--- src/include/fgm_pkg.sv ---
// Shared constants, types and the CRC step function of the forty-gig MAC datapath.
package fgm_pkg;

  // ******************************
  // Port geometry
  // ******************************
  localparam int CLIENT_W = 128;       // Custom streaming client word.
  localparam int CLIENT_BYTES = 16;
  localparam int EMPTY_W = 4;
  localparam int PHY_LANES = 4;        // Serial lanes of the attachment unit.
  localparam int LANE_W = 2;
  localparam real LANE_GBPS = 10.3125; // Line rate of each lane.
  localparam int MGMT_DATA_W = 32;     // Management slave data width.
  localparam int MGMT_ADDR_W = 16;     // Management slave address width.
  localparam int RECONF_DATA_W = 32;   // Transceiver reconfiguration data width.
  localparam int RECONF_ADDR_W = 12;   // Transceiver reconfiguration address width.
  localparam int STAT_W = 32;
  localparam int CRC_CTRL_W = 2;
  localparam int CRC_PASS_BIT = 1;     // Receive CRC pass-through bit of the CRC control word.

  // ******************************
  // Line characters and framing figures
  // ******************************
  localparam logic [7:0] XG_IDLE = 8'h07;
  localparam logic [7:0] XG_START = 8'hfb;
  localparam logic [7:0] XG_TERM = 8'hfd;
  localparam logic [7:0] XG_ERROR = 8'hfe;
  localparam logic [7:0] PRE_BYTE = 8'h55;
  localparam logic [7:0] SFD_BYTE = 8'hd5;
  localparam logic [7:0] PAD_BYTE = 8'h00;
  localparam logic [15:0] PRE_LEN = 16'h0008;
  localparam logic [15:0] MIN_FRAME = 16'h0040;
  localparam logic [15:0] CRC_LEN = 16'h0004;
  localparam logic [15:0] PAD_TARGET = MIN_FRAME - CRC_LEN;
  localparam logic [15:0] PAD_FLOOR = 16'h0008;
  localparam logic [3:0] IPG_BYTES = 4'hc;
  localparam logic [2:0] RX_HOLD = 3'h5;
  localparam logic [31:0] CRC_INIT = 32'hffffffff;
  localparam logic [31:0] CRC_POLY = 32'hedb88320;
  localparam logic [31:0] CRC_RESIDUE = 32'hdebb20e3;

  // ******************************
  // State types
  // ******************************
  typedef enum logic [2:0] {T_IDLE, T_PRE, T_DATA, T_PAD, T_CRC, T_TERM, T_IPG} fgm_tx_state_type;
  typedef enum logic [1:0] {R_IDLE, R_PRE, R_DATA, R_FLUSH} fgm_rx_state_type;

  // One byte of the reflected Ethernet CRC, least significant bit first.
  function automatic logic [31:0] crc_byte(input logic [31:0] crc, input logic [7:0] b);
    logic [31:0] c;
    c = crc ^ {24'h000000, b};
    for (int i = 0; i < 8; i++) begin
      c = c[0] ? ((c >> 1) ^ CRC_POLY) : (c >> 1);
    end
    return c;
  endfunction

endpackage

--- src/hw/fgm_fifo.sv ---
// Word FIFO with valid and ready on both sides, held in flip-flops.
`timescale 1ns/1ps
module fgm_fifo #(
  parameter int WIDTH = 134,
  parameter int DEPTH = 8
) (
  input wire logic sys_clk_i,
  input wire logic sys_rst_i,
  input wire logic [WIDTH-1:0] in_data_i,
  input wire logic in_valid_i,
  output logic in_ready_o,
  output logic [WIDTH-1:0] out_data_o,
  output logic out_valid_o,
  input wire logic out_ready_i
);
  localparam int PW = $clog2(DEPTH);
  localparam int CW = $clog2(DEPTH + 1);

  logic [WIDTH-1:0] mem_reg [DEPTH];
  logic [WIDTH-1:0] mem_next [DEPTH];
  logic [PW-1:0] wr_reg, wr_next, rd_reg, rd_next;
  logic [CW-1:0] cnt_reg, cnt_next;
  logic ready_reg, ready_next;
  logic push, pop;

  // ******************************
  // Pointer and count update
  // ******************************
  // Ready is registered so that the client never sees a combinational path into the MAC.
  always_comb begin
    push = in_valid_i & ready_reg;
    pop = out_ready_i & (cnt_reg != '0);
    mem_next = mem_reg;
    wr_next = wr_reg;
    rd_next = rd_reg;
    if (push) begin
      mem_next[wr_reg] = in_data_i;
      wr_next = (wr_reg == PW'(DEPTH - 1)) ? '0 : wr_reg + 1'b1;
    end
    if (pop) begin
      rd_next = (rd_reg == PW'(DEPTH - 1)) ? '0 : rd_reg + 1'b1;
    end
    cnt_next = cnt_reg + CW'(push) - CW'(pop);
    ready_next = (cnt_next != CW'(DEPTH));
  end

  // Registers only.
  always_ff @(posedge sys_clk_i) begin
    if (sys_rst_i) begin
      wr_reg <= '0;
      rd_reg <= '0;
      cnt_reg <= '0;
      ready_reg <= 1'b0;
    end else begin
      wr_reg <= wr_next;
      rd_reg <= rd_next;
      cnt_reg <= cnt_next;
      ready_reg <= ready_next;
    end
    mem_reg <= mem_next;
  end

  assign in_ready_o = ready_reg;
  assign out_valid_o = (cnt_reg != '0);
  assign out_data_o = mem_reg[rd_reg];
endmodule // fgm_fifo

--- src/hw/fgm_mac.sv ---
// Forty-gig Ethernet MAC datapath: transmit framing and receive checking.
`timescale 1ns/1ps
// Operation
// - Transmit adds gap and CRC to each client frame, preamble and delimiter unless pass-through, and padding to short ones.
// - Receive checks frames, counts them, strips CRC and preamble unless passed through, delivers the rest.
// - Receive preamble pass-through forwards preamble and delimiter to the client.
// - CRC control bit 1 set keeps received CRC bytes in the client data.
// - With CRC pass-through, end-of-packet comes with the last CRC byte.
// - Client data path is a 128-bit custom stream.
// - Management slave port has 32-bit data and 16-bit address.
// - Line side uses four serial lanes at 10.3125 Gbps each.
// - Optional reconfiguration port has 32-bit data and 12-bit address.
// - Frames between nine and 59 bytes are padded with zeros to 60, 64 with the CRC.
// - Eight-byte preamble starting with 0xFB is prefixed unless pass-through.
module fgm_mac #(
  parameter int FIFO_DEPTH = 8
) (
  input wire logic sys_clk_i,
  input wire logic sys_rst_i,
  input wire logic tx_pre_pass_i,
  input wire logic rx_pre_pass_i,
  input wire logic [fgm_pkg::CRC_CTRL_W-1:0] crc_ctrl_i,
  input wire logic [fgm_pkg::CLIENT_W-1:0] tx_data_i,
  input wire logic tx_valid_i,
  input wire logic tx_sop_i,
  input wire logic tx_eop_i,
  input wire logic [fgm_pkg::EMPTY_W-1:0] tx_empty_i,
  output logic tx_ready_o,
  output logic [7:0] phy_tx_data_o,
  output logic phy_tx_ctrl_o,
  output logic [fgm_pkg::LANE_W-1:0] phy_tx_lane_o,
  input wire logic [7:0] phy_rx_data_i,
  input wire logic phy_rx_ctrl_i,
  output logic [fgm_pkg::CLIENT_W-1:0] rx_data_o,
  output logic rx_valid_o,
  output logic rx_sop_o,
  output logic rx_eop_o,
  output logic [fgm_pkg::EMPTY_W-1:0] rx_empty_o,
  output logic rx_error_o,
  output logic [fgm_pkg::STAT_W-1:0] tx_frames_o,
  output logic [fgm_pkg::STAT_W-1:0] rx_good_o,
  output logic [fgm_pkg::STAT_W-1:0] rx_bad_o
);
  localparam int FW = fgm_pkg::CLIENT_W + 2 + fgm_pkg::EMPTY_W;

  // ******************************
  // Mode pin synchronisers
  // ******************************
  // Mode pins are quasi-static; each passes two flops before any logic uses it.
  logic [2:0] mode_s1_reg, mode_s2_reg;
  logic tx_pass_pin, rx_pass_pin, crc_pass_pin;

  always_ff @(posedge sys_clk_i) begin
    mode_s1_reg <= {crc_ctrl_i[fgm_pkg::CRC_PASS_BIT], rx_pre_pass_i, tx_pre_pass_i};
    mode_s2_reg <= mode_s1_reg;
  end

  assign tx_pass_pin = mode_s2_reg[0];
  assign rx_pass_pin = mode_s2_reg[1];
  assign crc_pass_pin = mode_s2_reg[2];

  // ******************************
  // Transmit FIFO
  // ******************************
  logic [FW-1:0] ff_word;
  logic ff_valid, ff_pop;
  logic [fgm_pkg::CLIENT_W-1:0] ff_data;
  logic ff_sop, ff_eop;
  logic [fgm_pkg::EMPTY_W-1:0] ff_empty;

  fgm_fifo #(
    .WIDTH(FW),
    .DEPTH(FIFO_DEPTH)
  ) u_tx_fifo (
    .sys_clk_i(sys_clk_i),
    .sys_rst_i(sys_rst_i),
    .in_data_i({tx_data_i, tx_sop_i, tx_eop_i, tx_empty_i}),
    .in_valid_i(tx_valid_i),
    .in_ready_o(tx_ready_o),
    .out_data_o(ff_word),
    .out_valid_o(ff_valid),
    .out_ready_i(ff_pop)
  );

  assign {ff_data, ff_sop, ff_eop, ff_empty} = ff_word;

  // ******************************
  // Transmit framer
  // ******************************
  fgm_pkg::fgm_tx_state_type ts_reg, ts_next;
  logic [3:0] idx_reg, idx_next, tcnt_reg, tcnt_next;
  logic [15:0] pos_reg, pos_next, hdr_reg, hdr_next;
  logic [31:0] tcrc_reg, tcrc_next;
  logic [7:0] td_reg, td_next;
  logic tc_reg, tc_next;
  logic [fgm_pkg::LANE_W-1:0] tl_reg, tl_next;
  logic [fgm_pkg::STAT_W-1:0] txf_reg, txf_next;
  logic [15:0] flen;
  logic [7:0] cur;
  logic last_in_word;

  // Byte-serial framer; line bytes are dealt to the four lanes in turn.
  always_comb begin
    ts_next = ts_reg;
    idx_next = idx_reg;
    tcnt_next = tcnt_reg;
    pos_next = pos_reg;
    hdr_next = hdr_reg;
    tcrc_next = tcrc_reg;
    txf_next = txf_reg;
    td_next = fgm_pkg::XG_IDLE;
    tc_next = 1'b1;
    tl_next = tl_reg + 1'b1;
    ff_pop = 1'b0;
    flen = pos_reg + 16'h0001 - hdr_reg;
    cur = ff_data[8*(fgm_pkg::CLIENT_BYTES-1-int'(idx_reg)) +: 8];
    last_in_word = ff_eop ? (idx_reg == 4'hf - ff_empty) : (idx_reg == 4'hf);
    unique case (ts_reg)
      fgm_pkg::T_IDLE: begin
        // A stray word without start of packet is discarded rather than framed.
        if (ff_valid && !ff_sop) begin
          ff_pop = 1'b1;
        end else if (ff_valid) begin
          pos_next = '0;
          idx_next = '0;
          tcnt_next = '0;
          tcrc_next = fgm_pkg::CRC_INIT;
          hdr_next = tx_pass_pin ? fgm_pkg::PRE_LEN : 16'h0000;
          ts_next = tx_pass_pin ? fgm_pkg::T_DATA : fgm_pkg::T_PRE;
        end
      end
      fgm_pkg::T_PRE: begin
        tc_next = (tcnt_reg == 4'h0);
        td_next = (tcnt_reg == 4'h0) ? fgm_pkg::XG_START :
                  (tcnt_reg == 4'h7) ? fgm_pkg::SFD_BYTE : fgm_pkg::PRE_BYTE;
        tcnt_next = tcnt_reg + 1'b1;
        if (tcnt_reg == 4'h7) begin
          ts_next = fgm_pkg::T_DATA;
        end
      end
      fgm_pkg::T_DATA: begin
        // An underrun cannot be hidden on the line, so the frame is marked bad.
        if (!ff_valid) begin
          td_next = fgm_pkg::XG_ERROR;
        end else begin
          td_next = cur;
          tc_next = (pos_reg == 16'h0000) && (hdr_reg != 16'h0000);
          if (pos_reg >= hdr_reg) begin
            tcrc_next = fgm_pkg::crc_byte(tcrc_reg, cur);
          end
          pos_next = pos_reg + 16'h0001;
          idx_next = idx_reg + 1'b1;
          if (last_in_word) begin
            ff_pop = 1'b1;
            idx_next = '0;
            if (ff_eop) begin
              tcnt_next = '0;
              if (flen < fgm_pkg::PAD_TARGET && flen > fgm_pkg::PAD_FLOOR) begin
                ts_next = fgm_pkg::T_PAD;
              end else begin
                ts_next = fgm_pkg::T_CRC;
              end
            end
          end
        end
      end
      fgm_pkg::T_PAD: begin
        td_next = fgm_pkg::PAD_BYTE;
        tc_next = 1'b0;
        tcrc_next = fgm_pkg::crc_byte(tcrc_reg, fgm_pkg::PAD_BYTE);
        pos_next = pos_reg + 16'h0001;
        if (flen == fgm_pkg::PAD_TARGET) begin
          ts_next = fgm_pkg::T_CRC;
        end
      end
      fgm_pkg::T_CRC: begin
        td_next = ~tcrc_reg[8*int'(tcnt_reg[1:0]) +: 8];
        tc_next = 1'b0;
        tcnt_next = tcnt_reg + 1'b1;
        if (tcnt_reg == 4'h3) begin
          ts_next = fgm_pkg::T_TERM;
        end
      end
      fgm_pkg::T_TERM: begin
        td_next = fgm_pkg::XG_TERM;
        txf_next = txf_reg + 1'b1;
        tcnt_next = '0;
        ts_next = fgm_pkg::T_IPG;
      end
      fgm_pkg::T_IPG: begin
        tcnt_next = tcnt_reg + 1'b1;
        if (tcnt_reg == fgm_pkg::IPG_BYTES - 4'h1) begin
          ts_next = fgm_pkg::T_IDLE;
        end
      end
    endcase
  end

  // Registers only; reset leaves the line idle and the count cleared.
  always_ff @(posedge sys_clk_i) begin
    if (sys_rst_i) begin
      ts_reg <= fgm_pkg::T_IDLE;
      idx_reg <= '0;
      tcnt_reg <= '0;
      pos_reg <= '0;
      hdr_reg <= '0;
      tcrc_reg <= fgm_pkg::CRC_INIT;
      td_reg <= fgm_pkg::XG_IDLE;
      tc_reg <= 1'b1;
      tl_reg <= '0;
      txf_reg <= '0;
    end else begin
      ts_reg <= ts_next;
      idx_reg <= idx_next;
      tcnt_reg <= tcnt_next;
      pos_reg <= pos_next;
      hdr_reg <= hdr_next;
      tcrc_reg <= tcrc_next;
      td_reg <= td_next;
      tc_reg <= tc_next;
      tl_reg <= tl_next;
      txf_reg <= txf_next;
    end
  end

  assign phy_tx_data_o = td_reg;
  assign phy_tx_ctrl_o = tc_reg;
  assign phy_tx_lane_o = tl_reg;
  assign tx_frames_o = txf_reg;

  // ******************************
  // Receive checker and assembler
  // ******************************
  fgm_pkg::fgm_rx_state_type rs_reg, rs_next;
  logic [7:0] del_reg [5];
  logic [7:0] del_next [5];
  logic [2:0] dcnt_reg, dcnt_next, fcnt_reg, fcnt_next, rcnt_reg, rcnt_next;
  logic [15:0] rlen_reg, rlen_next;
  logic [31:0] rcrc_reg, rcrc_next;
  logic rerr_reg, rerr_next, good_reg, good_next, rpass_reg, rpass_next;
  logic cpass_reg, cpass_next, sopp_reg, sopp_next;
  logic [fgm_pkg::CLIENT_W-1:0] asm_reg, asm_next, word;
  logic [3:0] acnt_reg, acnt_next;
  logic [fgm_pkg::CLIENT_W-1:0] rd_reg, rd_next;
  logic rv_reg, rv_next, rsop_reg, rsop_next, reop_reg, reop_next, rerr_o_reg, rerr_o_next;
  logic [fgm_pkg::EMPTY_W-1:0] remp_reg, remp_next;
  logic [fgm_pkg::STAT_W-1:0] rgood_reg, rgood_next, rbad_reg, rbad_next;
  logic shift_in, push, push_last;
  logic [7:0] push_byte;
  logic [2:0] keep;

  // A five-byte hold line delays data so the trailing CRC is known before it leaves.
  always_comb begin
    rs_next = rs_reg;
    del_next = del_reg;
    dcnt_next = dcnt_reg;
    fcnt_next = fcnt_reg;
    rcnt_next = rcnt_reg;
    rlen_next = rlen_reg;
    rcrc_next = rcrc_reg;
    rerr_next = rerr_reg;
    good_next = good_reg;
    rpass_next = rpass_reg;
    cpass_next = cpass_reg;
    rgood_next = rgood_reg;
    rbad_next = rbad_reg;
    shift_in = 1'b0;
    push = 1'b0;
    push_last = 1'b0;
    push_byte = del_reg[4];
    keep = cpass_reg ? dcnt_reg : dcnt_reg - 3'h4;
    unique case (rs_reg)
      fgm_pkg::R_IDLE: begin
        if (phy_rx_ctrl_i && phy_rx_data_i == fgm_pkg::XG_START) begin
          rpass_next = rx_pass_pin;
          cpass_next = crc_pass_pin;
          shift_in = rx_pass_pin;
          rcnt_next = 3'h1;
          rlen_next = '0;
          rcrc_next = fgm_pkg::CRC_INIT;
          rerr_next = 1'b0;
          rs_next = fgm_pkg::R_PRE;
        end
      end
      fgm_pkg::R_PRE: begin
        // A control character inside the preamble aborts the frame silently.
        if (phy_rx_ctrl_i) begin
          dcnt_next = '0;
          rs_next = fgm_pkg::R_IDLE;
        end else begin
          shift_in = rpass_reg;
          rcnt_next = rcnt_reg + 1'b1;
          if (rcnt_reg == 3'h7) begin
            rs_next = fgm_pkg::R_DATA;
          end
        end
      end
      fgm_pkg::R_DATA: begin
        if (phy_rx_ctrl_i && phy_rx_data_i == fgm_pkg::XG_TERM) begin
          good_next = (rcrc_reg == fgm_pkg::CRC_RESIDUE) && !rerr_reg &&
                      (rlen_reg >= fgm_pkg::MIN_FRAME);
          rgood_next = rgood_reg + (good_next ? 1'b1 : 1'b0);
          rbad_next = rbad_reg + (good_next ? 1'b0 : 1'b1);
          fcnt_next = keep;
          rs_next = (keep == 3'h0 || dcnt_reg < 3'h4) ? fgm_pkg::R_IDLE : fgm_pkg::R_FLUSH;
          if (keep == 3'h0 || dcnt_reg < 3'h4) begin
            dcnt_next = '0;
          end
        end else if (phy_rx_ctrl_i) begin
          rerr_next = 1'b1;
        end else begin
          shift_in = 1'b1;
          rlen_next = rlen_reg + 16'h0001;
          rcrc_next = fgm_pkg::crc_byte(rcrc_reg, phy_rx_data_i);
        end
      end
      fgm_pkg::R_FLUSH: begin
        push = 1'b1;
        push_byte = del_reg[dcnt_reg - 3'h1];
        push_last = (fcnt_reg == 3'h1);
        fcnt_next = fcnt_reg - 3'h1;
        dcnt_next = dcnt_reg - 3'h1;
        if (fcnt_reg == 3'h1) begin
          dcnt_next = '0;
          rs_next = fgm_pkg::R_IDLE;
        end
      end
    endcase
    if (shift_in) begin
      push = (dcnt_reg == fgm_pkg::RX_HOLD);
      del_next[0] = phy_rx_data_i;
      for (int i = 1; i < 5; i++) begin
        del_next[i] = del_reg[i-1];
      end
      if (dcnt_reg != fgm_pkg::RX_HOLD) begin
        dcnt_next = dcnt_reg + 3'h1;
      end
    end
  end

  // Bytes pack from the top lane down; a word leaves when full or at end of packet.
  always_comb begin
    asm_next = asm_reg;
    acnt_next = acnt_reg;
    sopp_next = sopp_reg;
    rd_next = rd_reg;
    rv_next = 1'b0;
    rsop_next = 1'b0;
    reop_next = 1'b0;
    remp_next = '0;
    rerr_o_next = 1'b0;
    word = asm_reg;
    word[8*(fgm_pkg::CLIENT_BYTES-1-int'(acnt_reg)) +: 8] = push_byte;
    if (rs_reg == fgm_pkg::R_IDLE && rs_next == fgm_pkg::R_PRE) begin
      sopp_next = 1'b1;
    end
    if (rs_reg == fgm_pkg::R_DATA && rs_next == fgm_pkg::R_IDLE) begin
      acnt_next = '0; // Runt with nothing left to flush: drop the partial word.
    end
    if (push) begin
      asm_next = word;
      acnt_next = acnt_reg + 1'b1;
      if (acnt_reg == 4'hf || push_last) begin
        rd_next = word;
        rv_next = 1'b1;
        rsop_next = sopp_reg;
        reop_next = push_last;
        remp_next = 4'hf - acnt_reg;
        rerr_o_next = push_last & ~good_reg;
        sopp_next = 1'b0;
        asm_next = '0;
        acnt_next = '0;
      end
    end
  end

  // Registers only; reset clears the receive outputs and the counts.
  always_ff @(posedge sys_clk_i) begin
    if (sys_rst_i) begin
      rs_reg <= fgm_pkg::R_IDLE;
      dcnt_reg <= '0;
      fcnt_reg <= '0;
      rcnt_reg <= '0;
      rlen_reg <= '0;
      rcrc_reg <= fgm_pkg::CRC_INIT;
      rerr_reg <= 1'b0;
      good_reg <= 1'b0;
      rpass_reg <= 1'b0;
      cpass_reg <= 1'b0;
      sopp_reg <= 1'b0;
      asm_reg <= '0;
      acnt_reg <= '0;
      rd_reg <= '0;
      rv_reg <= 1'b0;
      rsop_reg <= 1'b0;
      reop_reg <= 1'b0;
      remp_reg <= '0;
      rerr_o_reg <= 1'b0;
      rgood_reg <= '0;
      rbad_reg <= '0;
    end else begin
      rs_reg <= rs_next;
      dcnt_reg <= dcnt_next;
      fcnt_reg <= fcnt_next;
      rcnt_reg <= rcnt_next;
      rlen_reg <= rlen_next;
      rcrc_reg <= rcrc_next;
      rerr_reg <= rerr_next;
      good_reg <= good_next;
      rpass_reg <= rpass_next;
      cpass_reg <= cpass_next;
      sopp_reg <= sopp_next;
      asm_reg <= asm_next;
      acnt_reg <= acnt_next;
      rd_reg <= rd_next;
      rv_reg <= rv_next;
      rsop_reg <= rsop_next;
      reop_reg <= reop_next;
      remp_reg <= remp_next;
      rerr_o_reg <= rerr_o_next;
      rgood_reg <= rgood_next;
      rbad_reg <= rbad_next;
    end
    del_reg <= del_next;
  end

  assign rx_data_o = rd_reg;
  assign rx_valid_o = rv_reg;
  assign rx_sop_o = rsop_reg;
  assign rx_eop_o = reop_reg;
  assign rx_empty_o = remp_reg;
  assign rx_error_o = rerr_o_reg;
  assign rx_good_o = rgood_reg;
  assign rx_bad_o = rbad_reg;
endmodule // fgm_mac

--- config.mk ---
export PLATFORM = sky130hd
export DESIGN_NAME = fgm_mac
export DESIGN_NICKNAME = d
export VERILOG_FILES = /design/src/include/fgm_pkg.sv /design/src/hw/fgm_fifo.sv /design/src/hw/fgm_mac.sv
export SDC_FILE = /design/constraint.sdc
export NUM_CORES = 2
export LEC_CHECK = 0
export BUFFER_PORTS_ARGS = -buffer_cell sky130_fd_sc_hd__buf_2
export CAP_MARGIN = 20
export CORE_MARGIN = 10
export CORE_UTILIZATION = 53
export DETAILED_ROUTE_END_ITERATION = 10
export PLACE_DENSITY = 0.71
export SLEW_MARGIN = 20
export SYNTH_ARGS = -nofsm -noshare
export SYNTH_HDL_FRONTEND = slang
export SYNTH_SLANG_ARGS = --single-unit
--- constraint.sdc ---
create_clock -name sys_clk_i -period 29.7 [get_ports sys_clk_i]
set_input_delay 5.94 -clock sys_clk_i [delete_from_list [all_inputs] [get_ports sys_clk_i]]
set_output_delay 5.94 -clock sys_clk_i [all_outputs]
set_load 0.01 [all_outputs]
# Word level (Yosys, flattened, before mapping)
# Index checks and enable logic that the tools add are counted.
[classes]
add_sub_neg = 24
n_lt_le_gt_ge = 9
eq_ne = 43
n_shift = 4
muxes = 129
bitwise = 37
reduce_logical = 46
[op_table]
columns = ["op", "count"]
rows = [
  ["$bwmux W1072", 1],
  ["$mux W32", 31],
  ["$bmux W134 S3", 1],
  ["$demux W134 S3", 1],
  ["$mux W134", 3],
  ["$not A13 Y14", 24],
  ["$bwmux W128", 1],
  ["$mux W128", 1],
  ["$shift A8 B33 Y128 const A", 1],
  ["$shiftx A128 B8 Y8", 1],
  ["$shiftx A8 B33 Y128", 1],
  ["$mux W16", 6],
  ["$pmux W32 S3", 1],
  ["$mux W3", 22],
  ["$add A32 B1 Y32", 2],
  ["$pmux W32 S2", 1],
  ["$xor A32 B8 Y32", 2],
  ["$mux W8", 6],
  ["$pmux W16 S3", 1],
  ["$mux W4", 11],
  ["$pmux W8 S5", 1],
  ["$neg A8 Y33", 1],
  ["$add A16 B1 Y16 const B", 2],
  ["$add A32 B1 Y32 const B", 1],
  ["other kinds (68)", 169],
]
[totals]
ff_bits = 1643
in_bits = 150
out_inout_bits = 244
elab_cells = 342

# Longest topological paths before layout
[logic_depth]
word_depth = 25
ltp_mapped = 25
depth_no_buf = 17

# Cells and area by module
# From an unflattened synthesis, not the netlist that was laid out.
[unflattened]
cells_unflattened = 4554
hier_area_um2 = 67064.3
[by_module_without_submodules]
columns = ["module", "instances", "cells_each", "area_each_um2", "seq_area_each_um2"]
rows = [
  ["fgm_fifo", 1, 1629, 40870.4, 32411.1],
  ["fgm_mac", 1, 2925, 26193.9, 11310.8],
]

# Worst setup path before layout
# Ideal clock, no wire load.
[synth_path]
path_kind = "in2reg"
startpoint = "input port tx_valid_i"
endpoint = "register u_tx_fifo.mem_reg[1000] (netlist name), enable pin"
setup_ps = 956
t_arrival_ps = 18753
required_time_ps = 28744
setup_slack_ps = 9991
cell_stages = 2
n_path_buf = 0
cell_sequence = "nand2_1 -> nor4_1"
[synth_via]
elab_chain_cells = 1
[synth_rtl]
columns = ["item", "line", "text"]
rows = [
  ["from (decl)", "fgm_mac.sv:24", "input wire logic tx_valid_i,"],
  ["$and A1 B1 Y1", "fgm_fifo.sv:31", "push = in_valid_i & ready_reg;"],
  ["to (signal assigned)", "fgm_fifo.sv:60", "mem_reg <= mem_next;"],
  ["to (decl)", "fgm_fifo.sv:19", "logic [WIDTH-1:0] mem_reg [DEPTH];"],
]
# No other way between the ends.
# A chain may end at the register's enable or synchronous reset.

# Worst setup path after layout
[layout_path]
startpoint = "input port phy_rx_ctrl_i"
endpoint = "register asm_reg[119] (netlist name)"
[layout_via]
elab_chain_cells = 4
elab_cells_between_ends = 8
cone_classes = "mux (6); reduce/logical (2)"
[layout_rtl]
columns = ["item", "line", "text"]
rows = [
  ["from (decl)", "fgm_mac.sv:33", "input wire logic phy_rx_ctrl_i,"],
  ["$mux W1, or another cell as far along", "fgm_mac.sv:309", "end else if (phy_rx_ctrl_i) begin"],
  ["$mux W1, on equally long branches", "fgm_mac.sv:299, fgm_mac.sv:274", ""],
  ["$pmux W1 S3 (*)", "fgm_mac.sv:272", "unique case (rs_reg)"],
  ["$mux W1 (*)", "fgm_mac.sv:329", "if (shift_in) begin"],
  ["to (signal assigned)", "fgm_mac.sv:413", "asm_reg <= asm_next;"],
  ["to (decl)", "fgm_mac.sv:242", "logic [fgm_pkg::CLIENT_W-1:0] asm_reg, asm_next, word;"],
]
# Every way passes the cells marked *; elsewhere a longest branch is shown, timed or not.

==> impl_metrics.env <==
export IMPL_synth_area_top_cells="edfxtp_1 50%, dfxtp_1 15%, mux4_2 8.1%"
export IMPL_worstHoldStart="mode_s1_reg[1]$_DFF_P_"
export IMPL_clk_latency_ns=0.80
export IMPL_min_period_ns=10.09
export IMPL_fin_tns_setup_ns=0
export IMPL_largest_register_ffs=1072
export IMPL_fp_row_count=130
export IMPL_antenna_left=0
export IMPL_synth_compound_area_frac=0.0710
export IMPL_io_buffers=392
export IMPL_cts_made_buffers=165
export IMPL_post_route_period_util=0.340
export IMPL_wl_per_cell_um=24.5
export IMPL_postCtsHoldBufs=0
export IMPL_synthCells=4669
export IMPL_ff2ff_setup_slack_ns=23.01
export IMPL_area_growth_pct=13.3
export IMPL_cts_resized_gates=0
export IMPL_layout_drive_gt1_share=0.202
export IMPL_synth_flop_cell="edfxtp_1"
export IMPL_worstReg2RegStart="u_tx_fifo.rd_reg[0]$_SDFFE_PP0P_"
export IMPL_syn_area_per_cell_um2=14.3
export IMPL_core_area_um2=125000
export IMPL_ios=394
export IMPL_syn_area_um2=66900
export IMPL_cts_htree_levels=4
export IMPL_cp_end_kind="flip-flop"
export IMPL_rsz0062_at_grt="no"
export IMPL_worst_slew_pin_transition_ns=1.24
export IMPL_slew_viol_final=0
export IMPL_grt_use_total=0.231
export IMPL_drt_pass1_iter_count=6
export IMPL_clock_sinks=1628
export IMPL_grt_pass1_wl_mm=252
export IMPL_yosysTopAreaCellShare=0.499
export IMPL_ys_types=89
export IMPL_synthArstFlopShare=0
export IMPL_synth_edf_count=1112
export IMPL_cp_arrival_ns=10.80
export IMPL_hpwl_mm=100
export IMPL_dieArea_um2=141000
export IMPL_crit_path_start_kind="input port"
export IMPL_vias=41299
export IMPL_gp_congestion=0.843
export IMPL_multiInputGateArea_um2=21800
export IMPL_cts_root_buf="clkbuf_16"
export IMPL_clk_pin_slew_ns=0.06
export IMPL_r2r_cells=13
export IMPL_finalHoldViolCount=0
export IMPL_reg2reg_to="tcrc_reg[17]$_SDFFE_PP1P_"
export IMPL_hold_class="reg2reg"
export IMPL_die_h_um=375
export IMPL_nets=5204
export IMPL_cp_max_fo=54
export IMPL_setup_viol=0
export IMPL_grt_max_degree=228
export IMPL_p_per_area_nw_per_um2=76.8
export IMPL_synth_fa_ha_area_frac=0.00703
export IMPL_yosys_warnings=0
export IMPL_via_per_inst=6.06
export IMPL_vdd_drop_max_mv=0.0671
export IMPL_status="completed"
export IMPL_synth_top_cells_by_count="1,112 x edfxtp_1, 516 x dfxtp_1, 445 x nor2_1"
export IMPL_grt_overflow=0
export IMPL_seqCellArea_um2=43700
export IMPL_yosys_area_share_simple=0.0810
export IMPL_synth_top_family_by_area="multiplexers"
export IMPL_worst_slew_margin_rel=0.171
export IMPL_grt_pass1_vias=40050
export IMPL_fillers=9438
export IMPL_drt_iter0_drc=4375
export IMPL_post_cts_buffers=0
export IMPL_criticalPathCategory="in2reg"
export IMPL_fin_worst_skew_ns=0.0588
export IMPL_wl_mm=167
export IMPL_synth_most_common_cell="edfxtp_1"
export IMPL_drv_cap=0
export IMPL_fp_dieW_um=375
export IMPL_ys_ff_latch=1628
export IMPL_cts_tree="done"
export IMPL_antenna_found_initial=44
export IMPL_max_freq_mhz=99.1
export IMPL_drc=0
export IMPL_power_w=0.00582
export IMPL_synth_net_count=4856
export IMPL_critPathRequiredTime_ns=30.41
export IMPL_min_path_cells=0
export IMPL_clk_path_buf_depth=3
export IMPL_min_to="mode_s2_reg[1]$_DFF_P_"
export IMPL_synth_seq_area_share=0.654
export IMPL_power_leakage_nw=25.7
export IMPL_synthMuxAreaShare=0.122
export IMPL_start_util=0.533
export IMPL_synthXorXnorAreaFrac=0.0439
export IMPL_synth_area_leader_cell="edfxtp_1"
==> cell usage in the layout (no fill, tap or decap), types with 18 or more instances in the layout <==
cell type  count
mux4_2       241
buf_4         52
mux2i_1      209
diode_2       21
nand4_1       40
dfxtp_1      511
ha_1          36
nand3_1      103
nand2_1      286
buf_2        391
o21a_1        18
clkbuf_16    166
o22ai_1       29
and3_1        35
a21oi_1      117
clkbuf_1      29
and2_1        23
nor2b_1       29
nand2b_1      52
xor2_1       124
o21ai_0      186
nor3_1        49
a32oi_1       53
xnor2_1      162
clkinv_1      28
or3_1         26
clkinv_2      32
mux2_2        48
a22o_1        45
nor2_1       441
inv_1         38
nor4_1        18
a22oi_1      122
edfxtp_1    1112
==> report_power, final <==
group	total, W	switching (W)	internal [W]
Sequential	0.00257	0.0000603	0.00251
Combinational	0.00121	0.000661	0.000551
Clock	0.00204	0.000887	0.00116
==> worst max-delay path by stage <==
stage                                              to     startpoint  slack (ns)  cells past startpoint
CTS                         rx_data_o[5]$_SDFFE_PP0P_  phy_rx_ctrl_i       19.72                     14
global placement          rx_data_o[109]$_SDFFE_PP0P_  phy_rx_ctrl_i       18.94                     14
detailed placement         rx_data_o[31]$_SDFFE_PP0P_  phy_rx_ctrl_i       18.89                     14
floorplan           u_tx_fifo.mem_reg[1000]$_DFFE_PP_     tx_valid_i        9.99                      2
finish                      asm_reg[119]$_SDFFE_PP0P_  phy_rx_ctrl_i       19.61                     13
global route              rx_data_o[103]$_SDFFE_PP0P_  phy_rx_ctrl_i       19.32                     14
==> metrics by stage <==
step,utilization,instance area [µm²],instances,hold WS [ns],setup WS (ns)
after detailed placement,0.561,70300,6500,0.313,18.89
final,0.604,75800,6820,0.325,19.61
after CTS,0.604,75700,6799,0.331,19.72
after global routing,0.604,75700,6804,0.336,19.32
after floorplan,-,66900,4669,0.310,9.99
after global placement,0.561,70300,6500,0.320,18.94
==> final cells by class <==
| cell class | count | share of cell area |
|---|---|---|
| multi-input combinational | 2727 | 0.288 |
| timing repair buffer | 454 | 0.0338 |
| antenna | 21 | 0.000694 |
| tap | 1650 | 0.0273 |
| sequential | 1628 | 0.577 |
| inverter | 41 | 0.00203 |
| clock inverter | 95 | 0.0129 |
| clock buffer | 204 | 0.0579 |
==> per-layer routing <==
layer,global-route usage,wire [µm]
met3,0.0469,12700
met2,0.371,79300
met5,0,264
met4,0.0846,6170
met1,0.312,68400
==> cells by family (layout without fill, tap and decap cells) <==
logic type      after synthesis  in the layout
flops                      1628           1628
simple gates               1169           1169
compound gates              713            713
mux                         502            502
buf+inv                     314            794
xor+xnor                    306            306
fa+ha+maj                    37             37
other cells                   0             21
==> worst max-delay path, stage by stage <==
cell and delay [ns]:
buf_2 0.21, nand4_1 0.20, or4b_2 0.73, nor3_2 0.54, nand2_1 0.16, o21a_1 0.19, o21a_2 0.23, buf_4 0.30
a21oi_1 0.39, nand2_1 0.64, nor3_1 0.97, a22oi_1 0.15, nor2_1 0.13
Note: power is estimated with default switching activity, not from simulation.
